==> config.mk <==
export PLATFORM = sky130hd
export DESIGN_NAME = tes_event_select
export DESIGN_NICKNAME = d
export VERILOG_FILES = /design/src/tes_pkg.sv /design/src/tes_event_select.sv
export SDC_FILE = /design/constraint.sdc
export NUM_CORES = 1
export LEC_CHECK = 0
export BUFFER_PORTS_ARGS = -buffer_cell sky130_fd_sc_hd__buf_4
export CORE_MARGIN = 2
export CORE_UTILIZATION = 45
export CTS_BUF_LIST = sky130_fd_sc_hd__clkbuf_4 sky130_fd_sc_hd__clkbuf_8 sky130_fd_sc_hd__clkbuf_16
export DETAILED_ROUTE_END_ITERATION = 8
export PLACE_DENSITY_LB_ADDON = 0.1
export SETUP_SLACK_MARGIN = 0.02
export SYNTH_ARGS = -nofsm -noshare
export SYNTH_HDL_FRONTEND = slang
export SYNTH_SLANG_ARGS = --single-unit
==> constraint.sdc <==
create_clock -name clk -period 6.5 [get_ports clk]
set_clock_uncertainty 0.2 [all_clocks]
set_input_delay 0 -clock clk [delete_from_list [all_inputs] [get_ports clk]]
set_output_delay 0 -clock clk [all_outputs]
set_load 0.03 [all_outputs]
==> src/tes_pkg.sv <==
// tes_pkg: constants, types and register map of the event selector
`default_nettype none
package tes_pkg;

    // ----------------------------------------------------------------
    // bus and register map
    // ----------------------------------------------------------------
    localparam int ADDR_W = 12;
    localparam logic [9:0] IDX_TRIGGER = 10'h002;
    localparam logic [9:0] IDX_TRACE_EN = 10'h008;
    localparam logic [9:0] IDX_CFG_EXT = 10'h0F0;
    localparam logic [9:0] IDX_WPT_CTRL = 10'h0F1;
    localparam logic [9:0] IDX_ACC_TYPE = 10'h0F2;
    localparam logic [9:0] IDX_STATUS = 10'h0F3;
    localparam logic [ADDR_W-1:0] ADDR_TRIGGER = {IDX_TRIGGER, 2'b00};
    localparam logic [ADDR_W-1:0] ADDR_TRACE_EN = {IDX_TRACE_EN, 2'b00};
    localparam logic [ADDR_W-1:0] ADDR_CFG_EXT = {IDX_CFG_EXT, 2'b00};
    localparam logic [ADDR_W-1:0] ADDR_WPT_CTRL = {IDX_WPT_CTRL, 2'b00};
    localparam logic [ADDR_W-1:0] ADDR_ACC_TYPE = {IDX_ACC_TYPE, 2'b00};
    localparam logic [ADDR_W-1:0] ADDR_STATUS = {IDX_STATUS, 2'b00};
    localparam logic [1:0] RESP_OKAY = 2'h0;
    localparam logic [1:0] RESP_SLVERR = 2'h2;

    // ----------------------------------------------------------------
    // event definition layout
    // ----------------------------------------------------------------
    localparam int EVT_W = 17;
    localparam int FUNC_LSB = 14;
    localparam int RES_B_LSB = 7;
    localparam int RES_A_LSB = 0;
    localparam int RES_W = 7;
    localparam int TYPE_W = 3;
    localparam int INDEX_W = 4;
    // event forced off: NOT(A) with A = constant TRUE
    localparam logic [EVT_W-1:0] EVT_RESET = 17'h0406F;

    // resource type codes
    localparam logic [2:0] TYPE_SAC = 3'h0;
    localparam logic [2:0] TYPE_ARC_INST = 3'h1;
    localparam logic [2:0] TYPE_WPT = 3'h2;
    localparam logic [2:0] TYPE_CTR = 3'h4;
    localparam logic [2:0] TYPE_SEQ_CTX = 3'h5;
    localparam logic [2:0] TYPE_EXT_MISC = 3'h6;

    // config_code_extension field positions
    localparam int CFG_INST_LSB = 13;
    localparam int CFG_EVT_READ_BIT = 11;
    localparam int CFG_WPT_LSB = 16;
    localparam int CFG_WPT_CTRL_BIT = 21;

    // comparator_access_type qualifier enables
    localparam int ACC_CID_BIT = 0;
    localparam int ACC_SEC_BIT = 1;
    localparam int ACC_MODE_BIT = 2;
    localparam int ACC_VIRTUAL_MACHINE_ID_BIT = 3;
    localparam logic [3:0] ACC_RESET = 4'h0;
    localparam logic [7:0] WPT_CTRL_RESET = 8'h00;

    // boolean function codes
    typedef enum logic [2:0] {
        FN_A = 3'b000,
        FN_NOT_A = 3'b001,
        FN_A_AND_B = 3'b010,
        FN_NA_AND_B = 3'b011,
        FN_NA_AND_NB = 3'b100,
        FN_A_OR_B = 3'b101,
        FN_NA_OR_B = 3'b110,
        FN_NA_OR_NB = 3'b111
    } tes_func_e;

    // AXI4-Lite request and response bundles
    typedef struct packed {
        logic awvalid;
        logic [ADDR_W-1:0] awaddr;
        logic wvalid;
        logic [31:0] wdata;
        logic [3:0] wstrb;
        logic bready;
        logic arvalid;
        logic [ADDR_W-1:0] araddr;
        logic rready;
    } tes_axi_req_s;

    typedef struct packed {
        logic awready;
        logic wready;
        logic bvalid;
        logic [1:0] bresp;
        logic arready;
        logic rvalid;
        logic [31:0] rdata;
        logic [1:0] rresp;
    } tes_axi_rsp_s;

endpackage
`default_nettype wire

==> src/tes_event_select.sv <==
// tes_event_select: resource collection, event evaluation and registers
// Behaviour
// - every resource is one level, high while active, low while inactive
// - resource number is 7 bits: type in top three, index in low four
// - undefined type and index pairs select no resource, read low
// - type 0 index 0-15 are single address comparators, count limited
// - type 1: range comparators index 0-7, instrumentation index 8-11
// - type 2 index 0-7 are watchpoint comparator inputs 1-8
// - type 5: sequencer states, context ids, vm comparator, start/stop
// - type 6: external, extended external, non-secure, prohibited, TRUE
// - single comparator resource is high only in its match cycle
// - range comparator resource holds after match until next waypoint
// - watchpoint resource follows its pulse-or-latch control bit
// - external input resource is high while its input is high
// - function code selects one of eight boolean forms of A and B
// - event register is 17 bits: function 16:14, resource A 6:0
// - single resource functions ignore the resource B field
// - event registers read back when config bit 11 is set
// - reserved or missing resources give undefined readback and event
// - address matches qualified by context, security, mode, vm id
// - watchpoint bit 0 pulses one cycle, bit 1 holds until next sample
// - vm comparator sampled at each waypoint, held until next one
// - counter at zero resource stays active until the counter reloads
//
// Chosen here: the placing of the registers and register access over AXI4-Lite.
`default_nettype none
module tes_event_select #(
    parameter int NUM_SAC = 16,       // single comparators, 0-16
    parameter int NUM_INST = 4,       // instrumentation resources, 0-4
    parameter int NUM_WPT = 8,        // watchpoint inputs, 0-8
    parameter int NUM_CTR = 4,        // counters, 0-4
    parameter int NUM_CID = 3,        // context id comparators, 0-3
    parameter int NUM_EXT = 4,        // external inputs, 0-4
    parameter int NUM_XEXT = 4,       // extended input selectors, 0-4
    parameter bit HAS_SEQ = 1'b1,     // sequencer present
    parameter bit HAS_VIRTUAL_MACHINE_ID = 1'b1,    // vm comparator present
    parameter bit HAS_SS = 1'b1,      // start/stop block present
    parameter bit HAS_SECURITY = 1'b1, // security extensions present
    parameter bit EVT_READABLE = 1'b1 // event registers read back
) (
    input wire logic clk,                     // trace unit clock
    input wire logic reset,                   // synchronous, active high
    input wire tes_pkg::tes_axi_req_s axi_req, // register bus request
    output tes_pkg::tes_axi_rsp_s axi_rsp,    // register bus response
    input wire logic [15:0] sac_hit,          // raw single addr matches
    input wire logic [7:0] arc_hit,           // raw range matches
    input wire logic waypoint,                // waypoint processed pulse
    input wire logic cid_ok,                  // context id qualifier
    input wire logic sec_ok,                  // security state qualifier
    input wire logic mode_ok,                 // processor mode qualifier
    input wire logic virtual_machine_id_ok,                 // vm id qualifier
    input wire logic [3:0] inst_res,          // instrumentation levels
    input wire logic [7:0] wpt_in,            // watchpoint comparator ins
    input wire logic wpt_sample,              // watchpoint sample point
    input wire logic [3:0] ctr_hit_zero,      // counter reached zero
    input wire logic [3:0] ctr_reload,        // counter reloaded
    input wire logic [1:0] seq_state,         // sequencer state 0-2
    input wire logic [2:0] cid_match,         // context id comparators
    input wire logic vm_match,                // vm comparator compare
    input wire logic start_stop,              // start/stop resource
    input wire logic [3:0] ext_in,            // external input pins
    input wire logic [3:0] xext_sel,          // extended input selectors
    input wire logic non_secure,              // processor non-secure
    input wire logic trace_prohibited,        // trace prohibited level
    output logic trigger_event,               // trigger event level
    output logic trace_gate_event,            // trace enable event level
    output logic [127:0] resources            // all resource levels
);
    import tes_pkg::*;

    // ----------------------------------------------------------------
    // helpers
    // ----------------------------------------------------------------
    // low n bits set; counts above 16 saturate
    function automatic logic [15:0] impl_mask(input int n);
        logic [15:0] m;
        m = 16'h0000;
        for (int i = 0; i < 16; i++) begin
            if (i < n) begin
                m[i] = 1'b1;
            end
        end
        return m;
    endfunction

    // boolean combination of the two selected resources
    function automatic logic eval_fn(input logic [2:0] code,
                                     input logic a, input logic b);
        logic r;
        r = 1'b0;
        unique case (tes_func_e'(code))
            FN_A: r = a;
            FN_NOT_A: r = ~a;
            FN_A_AND_B: r = a & b;
            FN_NA_AND_B: r = ~a & b;
            FN_NA_AND_NB: r = ~a & ~b;
            FN_A_OR_B: r = a | b;
            FN_NA_OR_B: r = ~a | b;
            FN_NA_OR_NB: r = ~a | ~b;
        endcase
        return r;
    endfunction

    // byte-lane merge of a write into a stored word
    function automatic logic [31:0] merge(input logic [31:0] old,
                                          input logic [31:0] data,
                                          input logic [3:0] strb);
        logic [31:0] r;
        r = old;
        for (int i = 0; i < 4; i++) begin
            if (strb[i]) begin
                r[i*8 +: 8] = data[i*8 +: 8];
            end
        end
        return r;
    endfunction

    // ----------------------------------------------------------------
    // register state
    // ----------------------------------------------------------------
    logic [EVT_W-1:0] trigger_event_select;
    logic [EVT_W-1:0] trace_enable_event_select;
    logic [7:0] watchpoint_behaviour_control;
    logic [3:0] comparator_access_type;
    logic [31:0] config_code_extension;

    // read-only capability word, fixed by the build parameters
    assign config_code_extension =
        (32'(NUM_INST & 7) << CFG_INST_LSB)
        | (32'(EVT_READABLE) << CFG_EVT_READ_BIT)
        | (32'(NUM_WPT & 15) << CFG_WPT_LSB)
        | (32'h1 << CFG_WPT_CTRL_BIT);

    // ----------------------------------------------------------------
    // external pin synchronisers
    // ----------------------------------------------------------------
    logic [3:0] ext_meta;
    logic [3:0] ext_sync;

    // two stages, only the second stage feeds logic
    always_ff @(posedge clk) begin
        ext_meta <= ext_in;
        ext_sync <= ext_meta;
    end

    // ----------------------------------------------------------------
    // address comparator qualification
    // ----------------------------------------------------------------
    // each enabled qualifier must agree; disabled ones pass
    wire qual_ok = (~comparator_access_type[ACC_CID_BIT] | cid_ok)
        & (~comparator_access_type[ACC_SEC_BIT] | sec_ok)
        & (~comparator_access_type[ACC_MODE_BIT] | mode_ok)
        & (~comparator_access_type[ACC_VIRTUAL_MACHINE_ID_BIT] | virtual_machine_id_ok);
    wire [15:0] sac_q = sac_hit & {16{qual_ok}};
    wire [7:0] arc_q = arc_hit & {8{qual_ok}};

    // ----------------------------------------------------------------
    // held resources
    // ----------------------------------------------------------------
    logic [7:0] arc_held;
    logic [7:0] wpt_res;
    logic [3:0] ctr_zero;
    logic vm_held;
    wire [7:0] next_wpt_res = wpt_sample ? wpt_in
        : (wpt_res & watchpoint_behaviour_control);

    // a new match in the waypoint cycle wins over the clear
    always_ff @(posedge clk) begin
        if (reset) begin
            arc_held <= 8'h00;
            wpt_res <= 8'h00;
            ctr_zero <= 4'h0;
            vm_held <= 1'b0;
        end else begin
            arc_held <= (arc_held & ~{8{waypoint}}) | arc_q;
            wpt_res <= next_wpt_res;
            ctr_zero <= (ctr_zero & ~ctr_reload) | ctr_hit_zero;
            if (waypoint) begin
                vm_held <= vm_match;
            end
        end
    end

    // ----------------------------------------------------------------
    // resource vector, sixteen bits per type
    // ----------------------------------------------------------------
    // missing resources read low so a stray select never fires
    wire [15:0] m_sac = impl_mask(NUM_SAC);
    wire [15:0] m_arc = impl_mask(NUM_SAC / 2);
    wire [15:0] m_inst = impl_mask(NUM_INST);
    wire [15:0] m_wpt = impl_mask(NUM_WPT);
    wire [15:0] m_ctr = impl_mask(NUM_CTR);
    wire [15:0] m_cid = impl_mask(NUM_CID);
    wire [15:0] m_ext = impl_mask(NUM_EXT);
    wire [15:0] m_xext = impl_mask(NUM_XEXT);
    wire [2:0] seq_hot = {seq_state == 2'h2, seq_state == 2'h1,
                          seq_state == 2'h0} & {3{HAS_SEQ}};
    wire [15:0] grp_sac = sac_q & m_sac;
    wire [15:0] grp_arc_inst = {4'h0, inst_res & m_inst[3:0],
                                arc_held & m_arc[7:0]};
    wire [15:0] grp_wpt = {8'h00, wpt_res & m_wpt[7:0]};
    wire [15:0] grp_ctr = {12'h000, ctr_zero & m_ctr[3:0]};
    wire [15:0] grp_seq_ctx = {start_stop & HAS_SS, 3'h0,
                               vm_held & HAS_VIRTUAL_MACHINE_ID,
                               cid_match & m_cid[2:0], 5'h00,
                               seq_hot};
    wire [15:0] grp_ext = {1'b1, trace_prohibited,
                           non_secure & HAS_SECURITY, 1'b0,
                           xext_sel & m_xext[3:0], 4'h0,
                           ext_sync & m_ext[3:0]};
    // unlisted types and indices stay zero
    wire [127:0] res_vec = {16'h0000, grp_ext, grp_seq_ctx,
                            grp_ctr, 16'h0000, grp_wpt,
                            grp_arc_inst, grp_sac};

    // ----------------------------------------------------------------
    // event evaluation
    // ----------------------------------------------------------------
    // field split of the two stored definitions
    wire [2:0] trg_fn = trigger_event_select[FUNC_LSB +: 3];
    wire [6:0] trg_a = trigger_event_select[RES_A_LSB +: RES_W];
    wire [6:0] trg_b = trigger_event_select[RES_B_LSB +: RES_W];
    wire [2:0] te_fn = trace_enable_event_select[FUNC_LSB +: 3];
    wire [6:0] te_a = trace_enable_event_select[RES_A_LSB +: RES_W];
    wire [6:0] te_b = trace_enable_event_select[RES_B_LSB +: RES_W];
    // the resource number indexes type-major into the vector
    wire trg_ra = res_vec[trg_a];
    wire trg_rb = res_vec[trg_b];
    wire te_ra = res_vec[te_a];
    wire te_rb = res_vec[te_b];
    wire next_trigger = eval_fn(trg_fn, trg_ra, trg_rb);
    wire next_trace_gate = eval_fn(te_fn, te_ra, te_rb);

    // one register stage keeps the consumer paths short
    always_ff @(posedge clk) begin
        if (reset) begin
            trigger_event <= 1'b0;
            trace_gate_event <= 1'b0;
            resources <= 128'h0;
        end else begin
            trigger_event <= next_trigger;
            trace_gate_event <= next_trace_gate;
            resources <= res_vec;
        end
    end

    // ----------------------------------------------------------------
    // register read mux
    // ----------------------------------------------------------------
    wire [31:0] status_word = {8'h00, vm_held, trace_gate_event,
                               trigger_event, 1'b0, ctr_zero,
                               wpt_res, arc_held};
    // readback of events depends on the capability bit
    wire [31:0] trg_rd = EVT_READABLE
        ? {15'h0000, trigger_event_select} : 32'h0000_0000;
    wire [31:0] te_rd = EVT_READABLE
        ? {15'h0000, trace_enable_event_select} : 32'h0000_0000;
    wire [ADDR_W-1:0] ra = {axi_req.araddr[ADDR_W-1:2], 2'b00};
    wire rd_hit = (ra == ADDR_TRIGGER) | (ra == ADDR_TRACE_EN)
        | (ra == ADDR_CFG_EXT) | (ra == ADDR_WPT_CTRL)
        | (ra == ADDR_ACC_TYPE) | (ra == ADDR_STATUS);
    wire [31:0] rd_word = (ra == ADDR_TRIGGER) ? trg_rd
        : (ra == ADDR_TRACE_EN) ? te_rd
        : (ra == ADDR_CFG_EXT) ? config_code_extension
        : (ra == ADDR_WPT_CTRL) ? {24'h000000,
                                   watchpoint_behaviour_control}
        : (ra == ADDR_ACC_TYPE) ? {28'h0000000, comparator_access_type}
        : (ra == ADDR_STATUS) ? status_word : 32'h0000_0000;

    // ----------------------------------------------------------------
    // AXI4-Lite write channel
    // ----------------------------------------------------------------
    logic aw_held;
    logic w_held;
    logic [ADDR_W-1:0] aw_addr_q;
    logic [31:0] w_data_q;
    logic [3:0] w_strb_q;
    logic bvalid;
    logic [1:0] bresp;
    wire awready = ~aw_held & ~bvalid;
    wire wready = ~w_held & ~bvalid;
    wire aw_take = axi_req.awvalid & awready;
    wire w_take = axi_req.wvalid & wready;
    // address and data may arrive in either order
    wire wr_go = (aw_held | aw_take) & (w_held | w_take);
    wire [ADDR_W-1:0] wa_raw = aw_held ? aw_addr_q : axi_req.awaddr;
    wire [ADDR_W-1:0] wa = {wa_raw[ADDR_W-1:2], 2'b00};
    wire [31:0] wd = w_held ? w_data_q : axi_req.wdata;
    wire [3:0] ws = w_held ? w_strb_q : axi_req.wstrb;
    wire wr_hit = (wa == ADDR_TRIGGER) | (wa == ADDR_TRACE_EN)
        | (wa == ADDR_WPT_CTRL) | (wa == ADDR_ACC_TYPE);
    wire [31:0] trg_new = merge({15'h0000, trigger_event_select}, wd, ws);
    wire [31:0] te_new = merge({15'h0000, trace_enable_event_select},
                               wd, ws);

    // hold the halves until both are in, then answer once
    always_ff @(posedge clk) begin
        if (reset) begin
            aw_held <= 1'b0;
            w_held <= 1'b0;
            aw_addr_q <= '0;
            w_data_q <= 32'h0000_0000;
            w_strb_q <= 4'h0;
            bvalid <= 1'b0;
            bresp <= RESP_OKAY;
        end else if (wr_go) begin
            aw_held <= 1'b0;
            w_held <= 1'b0;
            bvalid <= 1'b1;
            bresp <= wr_hit ? RESP_OKAY : RESP_SLVERR;
        end else begin
            if (aw_take) begin
                aw_held <= 1'b1;
                aw_addr_q <= axi_req.awaddr;
            end
            if (w_take) begin
                w_held <= 1'b1;
                w_data_q <= axi_req.wdata;
                w_strb_q <= axi_req.wstrb;
            end
            if (bvalid & axi_req.bready) begin
                bvalid <= 1'b0;
            end
        end
    end

    // register updates; all 17 bits stored, so any selection reads back
    always_ff @(posedge clk) begin
        if (reset) begin
            trigger_event_select <= EVT_RESET;
            trace_enable_event_select <= EVT_RESET;
            watchpoint_behaviour_control <= WPT_CTRL_RESET;
            comparator_access_type <= ACC_RESET;
        end else if (wr_go) begin
            if (wa == ADDR_TRIGGER) begin
                trigger_event_select <= trg_new[EVT_W-1:0];
            end
            if (wa == ADDR_TRACE_EN) begin
                trace_enable_event_select <= te_new[EVT_W-1:0];
            end
            if (wa == ADDR_WPT_CTRL && ws[0]) begin
                watchpoint_behaviour_control <= wd[7:0];
            end
            if (wa == ADDR_ACC_TYPE && ws[0]) begin
                comparator_access_type <= wd[3:0];
            end
        end
    end

    // ----------------------------------------------------------------
    // AXI4-Lite read channel
    // ----------------------------------------------------------------
    logic rvalid;
    logic [31:0] rdata;
    logic [1:0] rresp;
    wire arready = ~rvalid;

    // one read in flight; data captured at acceptance
    always_ff @(posedge clk) begin
        if (reset) begin
            rvalid <= 1'b0;
            rdata <= 32'h0000_0000;
            rresp <= RESP_OKAY;
        end else if (axi_req.arvalid & arready) begin
            rvalid <= 1'b1;
            rdata <= rd_word;
            rresp <= rd_hit ? RESP_OKAY : RESP_SLVERR;
        end else if (rvalid & axi_req.rready) begin
            rvalid <= 1'b0;
        end
    end

    // response bundle
    assign axi_rsp.awready = awready;
    assign axi_rsp.wready = wready;
    assign axi_rsp.bvalid = bvalid;
    assign axi_rsp.bresp = bresp;
    assign axi_rsp.arready = arready;
    assign axi_rsp.rvalid = rvalid;
    assign axi_rsp.rdata = rdata;
    assign axi_rsp.rresp = rresp;

endmodule
`default_nettype wire

# Yosys cells after proc, flatten, opt, wreduce, memory -nomap -nowiden
# Index checks and enable logic that the tools add are counted.
# word_totals
regBits	277
# op_classes
bitwise_logic	59
reduce_logical	18
n_eq_ne	26
magnitude_cmp	4
n_mux	27
# ops
operator	n
24-bit two-way mux	6
112-bit two-way mux	1
10-bit by 8-bit equality test with 1-bit output (second input constant)	6
7-bit by 8-bit < comparator with 1-bit output (second input constant)	4
1-bit binary-select mux with 7-bit select	4
8-bit AND	3
3-bit equality test (second input constant)	8
10-bit by 2-bit equality test with 1-bit output (second input constant)	2
10-bit by 4-bit equality test with 1-bit output (second input constant)	2
1-bit bitwise OR	20
3-bit AND reduction	6
1-bit AND	17
17-bit two-way mux	1
16-bit AND	1
1-bit case mux with 8 select lines	2
1-bit inverter	13
3-bit by 2-bit equality test with 1-bit output (second input constant)	4
12-bit two-way mux	1
1-bit two-way mux	8
8-bit two-way mux	1
8-bit inverter	1
8-bit bitwise OR	1
2-bit AND reduction	4
3-bit by 1-bit equality test with 1-bit output (second input constant)	2
other kinds (12)	16

# Logic depth before layout (Yosys ltp)
# Gate-level depths: netlist (run 1).
# depth
word_depth	11
depth_mapped	10
depth_no_buf	8

# Worst setup path before layout (run 1)
# Ideal clock, no wire load.
# synth_path
path_type	reg2reg
start	reg trigger_event_select[1]
end	reg trigger_event
n_path_buf	1
setup_ns	0.073
setup_slack_ns	3.703
path_stages_with_launch	10
synth_period_minus_slack_ns	2.797
required_ns	6.227
arrival_time_ns	2.524
path_cell_list	dfxtp_1 -> buf_6 -> mux4_2 -> o21bai_1 -> a221oi_1 -> o211a_1 -> or4_4 -> mux2_4 -> a311o_1 -> nor3_2
# synth_via
elab_chain_cells	5
elab_cells_between_ends	10
# synth_rtl
element	line	text
start: declaration	tes_event_select.sv:121	logic [EVT_W-1:0] trigger_event_select;
start signal: assignment	tes_event_select.sv:336	trigger_event_select <= trg_new[EVT_W-1:0];
1-bit binary-select mux with 7-bit select *	tes_event_select.sv:227	wire trg_ra = res_vec[trg_a];
1-bit two-way mux (implied by the code) *	tes_event_select.sv:227	
1-bit inverter	--	
1-bit bitwise OR (tied with other cells)	tes_event_select.sv:99	FN_NA_OR_NB: r = ~a | ~b;
1-bit case mux with 8 select lines *	tes_event_select.sv:91	unique case (tes_func_e'(code))
end signal: assignment	tes_event_select.sv:241	trigger_event <= next_trigger;
end: declaration	tes_event_select.sv:65	output logic trigger_event,
# Mark *: on every way between the ends. The rest lies on a longest branch, timed or not. The select of a mux whose other input is x is not followed.
# A chain may end at the register's enable or synchronous reset.

# Worst setup path after layout (run 1)
# layout_path
start	reg trigger_event_select[0]
end	reg trigger_event
# Same word-level chain as after synthesis.

==> key figures, run 1 <==
CTS
  – CTS root buf: sky130_fd_sc_hd__clkbuf_16
  – Clock tree sinks: roughly 200
  – Quantity of gates resized following cts: 0
  – Insertion delay of the later-clocked pin in the worst-skew pair: ~0.43 ns
  – Clock input transition at the sequential cells of the worst setup and hold paths: roughly 0.07 ns
  – H-Tree Level Count: 4
  – Maximum count of clock buffers along a single path: 2
  – CTS tree: done
  – Num CTS Buffers: 17
  – Setup bufs post-CTS: 0

Logic synthesis
  – Post-synthesis sequential area ratio: 0.386
  – Synthesized-area fraction occupied by xor and xnor cells: 0.00346
  – Synthesized-area fraction occupied by ao, oa, aoi and oai cells: 0.143
  – Netlist area before placement: just over 10,000 µm²
  – Area contributors post-synth: sky130_fd_sc_hd__dfxtp_1, sky130_fd_sc_hd__mux4_2, sky130_fd_sc_hd__buf_4
  – Portion of netlist area occupied by mux cells: 0.170
  – Share of synthesized registers carrying an async set or reset: 0
  – Library cells used by synthesis: between 60 and 70
  – Dominant combinational cell family by area after synthesis: simple AND/OR/NAND/NOR gates
  – Leading register cell type out of synthesis: sky130_fd_sc_hd__dfxtp_1
  – Cells after Synth: between 1,000 and 1,500
  – Most area-hungry cell type in the Yosys netlist: sky130_fd_sc_hd__dfxtp_1
  – EDFF count, synth: 0
  – Mean Syn Cell Area: 9.15 µm²
  – Synth Area in Adders: 0
  – Simple-gate area share of the yosys netlist: 0.195
  – Yosys reg bits: 195
  – Area share of the largest cell type after synthesis: 0.386
  – Warning count from the yosys run: 0

Finish
  – Area added between synthesis and finish: 33.9%
  – Total of fill cells in the finished design: roughly 1,900
  – Layout cell share with drive strength beyond 1: 0.229
  – Final instance area: 13,500 µm²
  – Final net count: 1,538

Routing
  – Via density per instance: around 5.5
  – Pre-Repair DR Iteration Count: 6
  – Via count of the routed design: approximately 9,300
  – Antenna Nets Post-Route: 0
  – Post-DR wirelength/cell: around 19 µm
  – Final wirelength: roughly 32,000 µm
  – Count of unresolved DRC violations after routing: 0
  – Starting DRT DRC Count: 810

Place
  – Number of buffers inserted by port buffering: slightly above 200
  – Placement Cell Area: about 11,000 µm²
  – Placement Setup Slack: 2.88 ns
  – Final Wtd Congestion: approximately 0.94
  – HPWL after detailed placement: 21,200 µm

GRT
  – Antenna violations before repair: 1
  – Vias in the first global route: between 8,000 and 9,000
  – Global-route usage over all layers: 0.261
  – Most heavily used metal layer in global routing: met2
  – Met3 demand-to-capacity share in global routing: 0.0474
  – Global-route met2 utilization: 0.437
  – Global-route wire length before repair: ~49,000 µm
  – Pin count of the biggest net entering global routing: 83
  – Remaining global-route overflow: 0
  – Met1 global-route usage: 0.339

Floorplan
  – Die Height: between 150 and 200 µm
  – Placeable core region: approximately 22,000 µm²
  – Top-Level Pins: just over 300
  – Overall die area: around 24,000 µm²
  – Core Rows: 54
  – Horizontal extent of the die: around 150 µm
  – Initial cell density of the core: 0.461

STA
  – Min cycle time layout: 3.62 ns
  – Setup repair after global routing missed its margin: false
  – Upper clock frequency limit: 276 MHz
  – Smallest hold slack: ~0.012 ns
  – Final count of negative-setup-slack endpoints: 0
  – Max-slew violation count: 0
  – Normalized max-slew margin: 0.233
  – Worst path setup slack after routing: between 2 and 3 ns
  – Portion of the clock cycle consumed by the worst path in the final layout: 0.557
  – Fin Setup TNS: 0 ns
  – Worst-Margin Slew: between 1 and 1.5 ns
  – Final number of hold-violating endpoints: 0

Hold path
  – Min-Delay Startpoint: ext_in[1]
  – Cell count of the worst hold path: 2
  – Class of the tightest hold or removal check: in2reg
  – Hold Path End: ext_meta[1]

Critical path
  – Highest fanout seen on the critical path: 19
  – CP endpoint kind: register
  – Internal reg-to-reg setup slack: between 2 and 3 ns
  – Class of the most critical setup path: reg2reg
  – Crit path DAT: approximately 3.8 ns
  – FF-to-FF path depth: 8
  – Critical Path Start Type: register
  – Critical path data required time: 6.67 ns
  – Endpoint of the lowest-slack register-to-register path: trigger_event
  – Worst r2r src: trigger_event_select[0]

Run status
  – Run status: completed

Pwr
  – Leakage power total: slightly below 0.006 µW
  – Overall power of the completed layout: around 2900 µW
  – Power Density: 215 nW/µm²
  – Largest vdd supply drop: 0.159 mV

Run
  – MaxCap Viol Count: 0
==> worst max-delay path by stage <==
stage | endpoint | startpoint | slack (ns)
2_1_floorplan | trigger_event | trigger_event_select[1] | 3.70
3_3_place_gp | trigger_event | trigger_event_select[0] | 2.91
3_5_place_dp | trigger_event | trigger_event_select[0] | 2.88
4_1_cts | trigger_event | trigger_event_select[0] | 2.87
5_1_grt | trigger_event | trigger_event_select[0] | 2.66
6_report | trigger_event | trigger_event_select[0] | 2.88
==> cell families (layout without fill, tap and decap cells) <==
kind of cell | after synthesis | after routing
AOI/OAI and AO/OA | 212 | 212
and+or+nand+nor | 401 | 401
muxes | 109 | 109
xor gates and xnor gates | 4 | 4
buffers and inverters | 184 | 416
other | 1 | 81
DFF | 195 | 195
==> placed cells by master, fill, tap and decap left out, drive strengths merged, types with 3 or more instances in the layout <==
master,instances
dlygate4sd3,149
inv,20
nand3b,4
nor3b,7
a2111oi,4
or4,3
o22ai,3
a311oi,4
nand4b,4
nand3,23
o21ai,18
nor2b,60
buf,216
o211ai,14
nor2,126
and3,19
mux2i,41
clkbuf,20
nor4bb,4
a22o,6
nand2,99
conb,80
a21oi,77
mux4,47
clkinv,8
dfxtp,195
nor4,8
nand2b,7
nor3,15
a211oi,36
nand4,7
bufinv,3
nor4b,5
a22oi,3
mux2,21
or2,4
a222oi,13
a221oi,6
==> critical path, stage by stage (launching register included) <==
cell	delay (ns)
sky130_fd_sc_hd__dfxtp_1	1.02
sky130_fd_sc_hd__mux4_2	0.62
sky130_fd_sc_hd__mux2i_1	0.15
sky130_fd_sc_hd__o21ai_0	0.09
sky130_fd_sc_hd__nor4b_1	0.18
sky130_fd_sc_hd__or4_4	0.56
sky130_fd_sc_hd__mux2_4	0.32
sky130_fd_sc_hd__a311o_1	0.32
sky130_fd_sc_hd__nor3_2	0.09
==> state kept, by name (all words and copies together), names as in the netlist, 3 cells and up <==
name,count
trigger_event_select,17
comparator_access_type,4
resources,59
arc_held,8
trace_enable_event_select,17
w_strb_q,3
watchpoint_behaviour_control,8
rdata,23
ctr_zero,4
w_data_q,17
wpt_res,8
ext_meta,4
ext_sync,4
aw_addr_q,10
==> power by group <==
group	leakage [µW]	switching [µW]	total, µW	internal, µW
Sequential	0.00160	44.4	1290	1240
Combinational	0.00386	287	516	228
Clock	0.000308	474	1110	632
Total	0.00576	806	2910	2100
==> metal layers <==
layer	routed length, µm	up-vias	part of all wire
met5	0	-	0
met3	2040	62	0.065
li1	-	4406	-
met4	822	0	0.026
met2	15300	391	0.48
met1	13400	4423	0.43
==> area by class of cell <==
type                       instances  area [µm²]  share of cell area
antenna                            1        2.50            0.000185
clock buffer                      20         460              0.0340
clock inverter                    12         154              0.0114
inverter                          19        71.3             0.00526
multi-input combinational        806        5490               0.405
sequential                       195        3900               0.288
tap                              280         350              0.0259
timing repair buffer             365        3110               0.230
==> repair_timing <==
action	CTS	global route
endpoints found under the setup margin	0	0
hold buffers	149	0
endpoints found under the hold margin	154	0
==> Yosys cell counts, types with 19 or more instances <==
| master | n |
|---|---|
| sky130_fd_sc_hd__dfxtp_1 | 195 |
| sky130_fd_sc_hd__and3_1 | 19 |
| sky130_fd_sc_hd__mux2_2 | 20 |
| sky130_fd_sc_hd__nand2_1 | 99 |
| sky130_fd_sc_hd__nand3_1 | 23 |
| sky130_fd_sc_hd__a211oi_1 | 36 |
| sky130_fd_sc_hd__inv_1 | 19 |
| sky130_fd_sc_hd__nor2b_1 | 60 |
| sky130_fd_sc_hd__clkbuf_1 | 55 |
| sky130_fd_sc_hd__a21oi_1 | 77 |
| sky130_fd_sc_hd__mux2i_1 | 41 |
| sky130_fd_sc_hd__nor2_1 | 126 |
| sky130_fd_sc_hd__mux4_2 | 45 |
| sky130_fd_sc_hd__buf_4 | 85 |
==> metrics by stage <==
step                       util  instances
after floorplan               -       1185
after global placement    0.521       1516
after detailed placement  0.521       1516
after CTS                 0.617       1697
after global routing      0.617       1698
final                     0.617       1698
Power figures use the tool's default switching activity.
==> run 2, diff against run 1 <==
Settings changed: ABC_AREA from default to 1.
Clock period 6.5 ns to 3.6 ns, I/O delays scaled along.
==> run 2 against run 1 <==
Setup slack lost 2.4 ns. Final area grew 0.18%. Sequential power grew 82%. Utilization shrank 1.2 points. Global-route usage grew 5.1 points. Largest power group unchanged. Flip-flop and latch count is the same. Via count grew 19%.
==> key figures, run 2 <==
Critical path
  – CP endpoint kind: register
  – Endpoint of the lowest-slack register-to-register path: trace_gate_event
  – Class of the most critical setup path: in2reg
  – Critical path data required time: 3.79 ns (-2.88 ns)
  – Crit path DAT: 3.32 ns (-0.46 ns)
  – Internal reg-to-reg setup slack: 0.61 ns (-2.27 ns)
  – Top cell family by delay on the critical path: buffers and inverters
  – Maximum single-stage delay on the critical path: 0.73 ns (-0.29 ns)
  – Cell with the biggest individual delay on the critical path: sky130_fd_sc_hd__inv_2
  – Critical Path Start Type: input port
  – Most frequent cell on the critical path: sky130_fd_sc_hd__dlygate4sd3_1
  – Cells traversed along the worst timing path: dlygate4sd3_1 > buf_4 > inv_2 > buf_4 > o21ai_0 > dlygate4sd3_1 > a21oi_1 > dlygate4sd3_1
  – Buffers plus inverters on the worst setup path: 6 (+6)
  – FF-to-FF path depth: 15 (+7)
  – Worst r2r src: trace_enable_event_select[8]
  – Highest fanout seen on the critical path: 63 (+44)

Floorplan
  – Top-Level Pins: 305 (unchanged)
  – Die Height: 154 µm (+0.30%)
  – Initial cell density of the core: 0.454 (-0.00698)
  – Placeable core region: 22,400 µm² (+2.2%)
  – Overall die area: 23,800 µm² (+0.61%)
  – Core Rows: 55 (+1.9%)
  – Horizontal extent of the die: 154 µm (+0.30%)

CTS
  – Num CTS Buffers: 17 (unchanged)
  – Insertion delay of the later-clocked pin in the worst-skew pair: 0.45 ns (+0.02 ns)
  – CTS tree: done
  – Maximum count of clock buffers along a single path: 2 (unchanged)
  – H-Tree Level Count: 4 (unchanged)
  – Clock tree sinks: 195 (unchanged)
  – Clock input transition at the sequential cells of the worst setup and hold paths: 0.08 ns (about the same)
  – CTS root buf: sky130_fd_sc_hd__clkbuf_16

Place
  – Number of buffers inserted by port buffering: 204 (unchanged)
  – Final Wtd Congestion: 0.988 (+5.0%)
  – Placement Cell Area: 11,600 µm² (+1.7%)
  – HPWL after detailed placement: 27,600 µm (+30%)
  – Placement Setup Slack: 0.771 ns (-2.11 ns)

GRT
  – Global-route wire length before repair: 57,400 µm (+18%)
  – Pin count of the biggest net entering global routing: 64 (-23%)
  – Global-route usage over all layers: 0.312 (+0.0508)
  – Remaining global-route overflow: 0 (unchanged)
  – Antenna violations before repair: 0 (-1)
  – Vias in the first global route: 10,100 (+14%)

Finish
  – Area added between synthesis and finish: 33.3%
  – Layout Utilization: 0.605 (-0.0120)
  – Most frequent standard cell in the layout excluding fill and tap cells: sky130_fd_sc_hd__nand2_1
  – Final net count: 1,925 (+25%)
  – Inserted Diodes: 0 (-1)
  – Biggest regs: resources x59, rdata x23
  – Final instance area: 13,600 µm² (+0.18%)
  – Number of flip-flops in the largest register: 59 (unchanged)
  – Highest-count cells in the layout ignoring fill and taps: sky130_fd_sc_hd__nand2_1, sky130_fd_sc_hd__buf_4, sky130_fd_sc_hd__dfxtp_1, sky130_fd_sc_hd__nor2_1, sky130_fd_sc_hd__a21oi_1
  – Total of fill cells in the finished design: 2,127 (+11%)
  – Register with the most flip-flops: resources
  – Layout cell share with drive strength beyond 1: 0.167 (-0.0624)

Pwr
  – Net switching share of the total power: 0.309 (+0.0318)
  – Power Density: 393 nW/µm² (+83%)
  – Combinational Power Share: 0.191 (+0.014)
  – Switching power: 1650 µW (+100%)
  – Leakage power total: 0.00622 µW (+8.0%)
  – Share of total power in the clock network: 0.368 (-0.012)
  – Internal power summed over all cells: 3690 µW (+75%)
  – Part of the total power dissipated in sequential elements: 0.441 (-0.002)
  – Largest vdd supply drop: 0.301 mV (+89%)

Logic synthesis
  – Warning count from the yosys run: 0 (unchanged)
  – Post-synthesis sequential area ratio: 0.383 (-0.00237)
  – Mean Syn Cell Area: 6.91 µm² (-25%)
  – Leading register cell type out of synthesis: sky130_fd_sc_hd__dfxtp_1
  – Area contributors post-synth: sky130_fd_sc_hd__dfxtp_1, sky130_fd_sc_hd__nand2_1, sky130_fd_sc_hd__a21oi_1
  – Most area-hungry cell type in the Yosys netlist: sky130_fd_sc_hd__dfxtp_1
  – Yosys reg bits: 195 (unchanged)
  – Top-count cell post-synth: sky130_fd_sc_hd__nand2_1
  – Share of synthesized registers carrying an async set or reset: 0 (unchanged)
  – Library cells used by synthesis: 43 (-38%)
  – Netlist area before placement: 10,200 µm² (+0.62%)
  – Leading post-synthesis cells by instance count: sky130_fd_sc_hd__nand2_1, sky130_fd_sc_hd__dfxtp_1, sky130_fd_sc_hd__nor2_1, sky130_fd_sc_hd__a21oi_1, sky130_fd_sc_hd__inv_1
  – Cells after Synth: 1,474 (+33%)
  – Area share of the largest cell type after synthesis: 0.383 (-0.00237)
  – EDFF count, synth: 0 (unchanged)

STA
  – Worst path setup slack after routing: 0.469 ns (-2.41 ns)
  – Normalized max-slew margin: 0.357 (+0.123)
  – Max-slew violation count: 0 (unchanged)
  – Final count of negative-setup-slack endpoints: 0 (unchanged)
  – Upper clock frequency limit: 319 MHz
  – Final number of hold-violating endpoints: 0 (unchanged)
  – Fin Setup TNS: 0 ns (unchanged)
  – Min cycle time layout: 3.13 ns
  – Setup repair after global routing missed its margin: false
  – Portion of the clock cycle consumed by the worst path in the final layout: 0.870
  – Worst-Margin Slew: 0.964 ns (-0.185 ns)

Routing
  – Post-DR wirelength/cell: 18.0 µm (-3.1%)
  – Final wirelength: 37,700 µm (+19%)
  – Via density per instance: 5.27 (-3.5%)
  – Via count of the routed design: 11,000 (+19%)
  – Pre-Repair DR Iteration Count: 5 (-1)
  – Count of unresolved DRC violations after routing: 0 (unchanged)
  – Antenna Nets Post-Route: 0 (unchanged)
  – Starting DRT DRC Count: 991 (+22%)

Hold path
  – Hold Path End: ext_meta[3]
  – Min-Delay Startpoint: ext_in[3]
  – Class of the tightest hold or removal check: in2reg
  – Cell count of the worst hold path: 2 (unchanged)

Run
  – MaxCap Viol Count: 0 (unchanged)

Run status
  – Run status: completed
-- run 2: cell count changes in the layout (fill, tap and decap cells not counted), sizes merged, moves of 28 or more --
cell    before  now
nor2b       60    0
nand3       23   88
o21ai       18  145
o221ai       1   29
nor2       126  169
inv         20  156
a21oi       77  139
a211oi      36    2
mux4        47    0
mux2i       41    1
nand2       99  303
-- run 2: worst max path at each step --
stage                            startpoint                       endpoint  depth (start not counted)
6_report                              reset                        vm_held                          8
3_3_place_gp   trace_enable_event_select[8]               trace_gate_event                         13
4_1_cts                               reset                        vm_held                          8
5_1_grt                               reset                        vm_held                          8
2_1_floorplan                       aw_held  trace_enable_event_select[12]                         11
3_5_place_dp   trace_enable_event_select[8]               trace_gate_event                         13
-- run 2: cell families (layout without fill, tap and decap cells) --
kind of cell,count (synthesis),count (layout),share of synthesized area
buffers and inverters,304,554,0.151
and+or+nand+nor,587,587,0.244
muxes,1,1,0.000983
other,1,80,0.000368
AOI/OAI and AO/OA,386,386,0.221
DFF,195,195,0.383
-- run 2: repair_timing --
action | 4_1_cts | 5_1_grt
buffers inserted | 0 | 0
resized for setup | 0 | 0
hold buffers | 133 | 0
hold endpoints to repair | 167 | 0
-- run 2: layer usage --
| layer | vias up | global-route usage | routed length, µm |
|---|---|---|---|
| met3 | 77 | 0.0541 | 2930 |
| met5 | - | 0 | 0 |
| met2 | 525 | 0.513 | 17500 |
| met1 | 5027 | 0.408 | 15800 |
| li1 | 5380 | - | - |
| met4 | 0 | 0.127 | 1420 |
-- run 2: stage by stage --
step	std cells	power (µW)	hold WS, ns
5_1_grt	2088	5560	0.00857
2_1_floorplan	1553	3030	-0.172
3_3_place_gp	1924	3270	-0.0938
4_1_cts	2088	5340	0.000957
6_report	2088	5340	0.0129
3_5_place_dp	1924	3280	-0.0944
-- run 2: area by class of cell --
class	count	area (µm²)	area share
clock buffer	20	460	0.0339
clock inverter	11	140	0.0103
inverter	156	586	0.0431
multi-input combinational	1054	5040	0.371
sequential	195	3900	0.288
tap	285	357	0.0263
timing repair buffer	367	3090	0.228
-- run 2: power groups by stage --
| stage | Sequential [µW] | Combinational (µW) | Clock (µW) |
|---|---|---|---|
| 5_1_grt | 2370 | 1120 | 2080 |
| 6_report | 2350 | 1020 | 1960 |
| 3_5_place_dp | 2400 | 882 | 0 |
| 4_1_cts | 2350 | 1010 | 1980 |
| 3_3_place_gp | 2400 | 875 | 0 |
| 2_1_floorplan | 2440 | 589 | 0 |
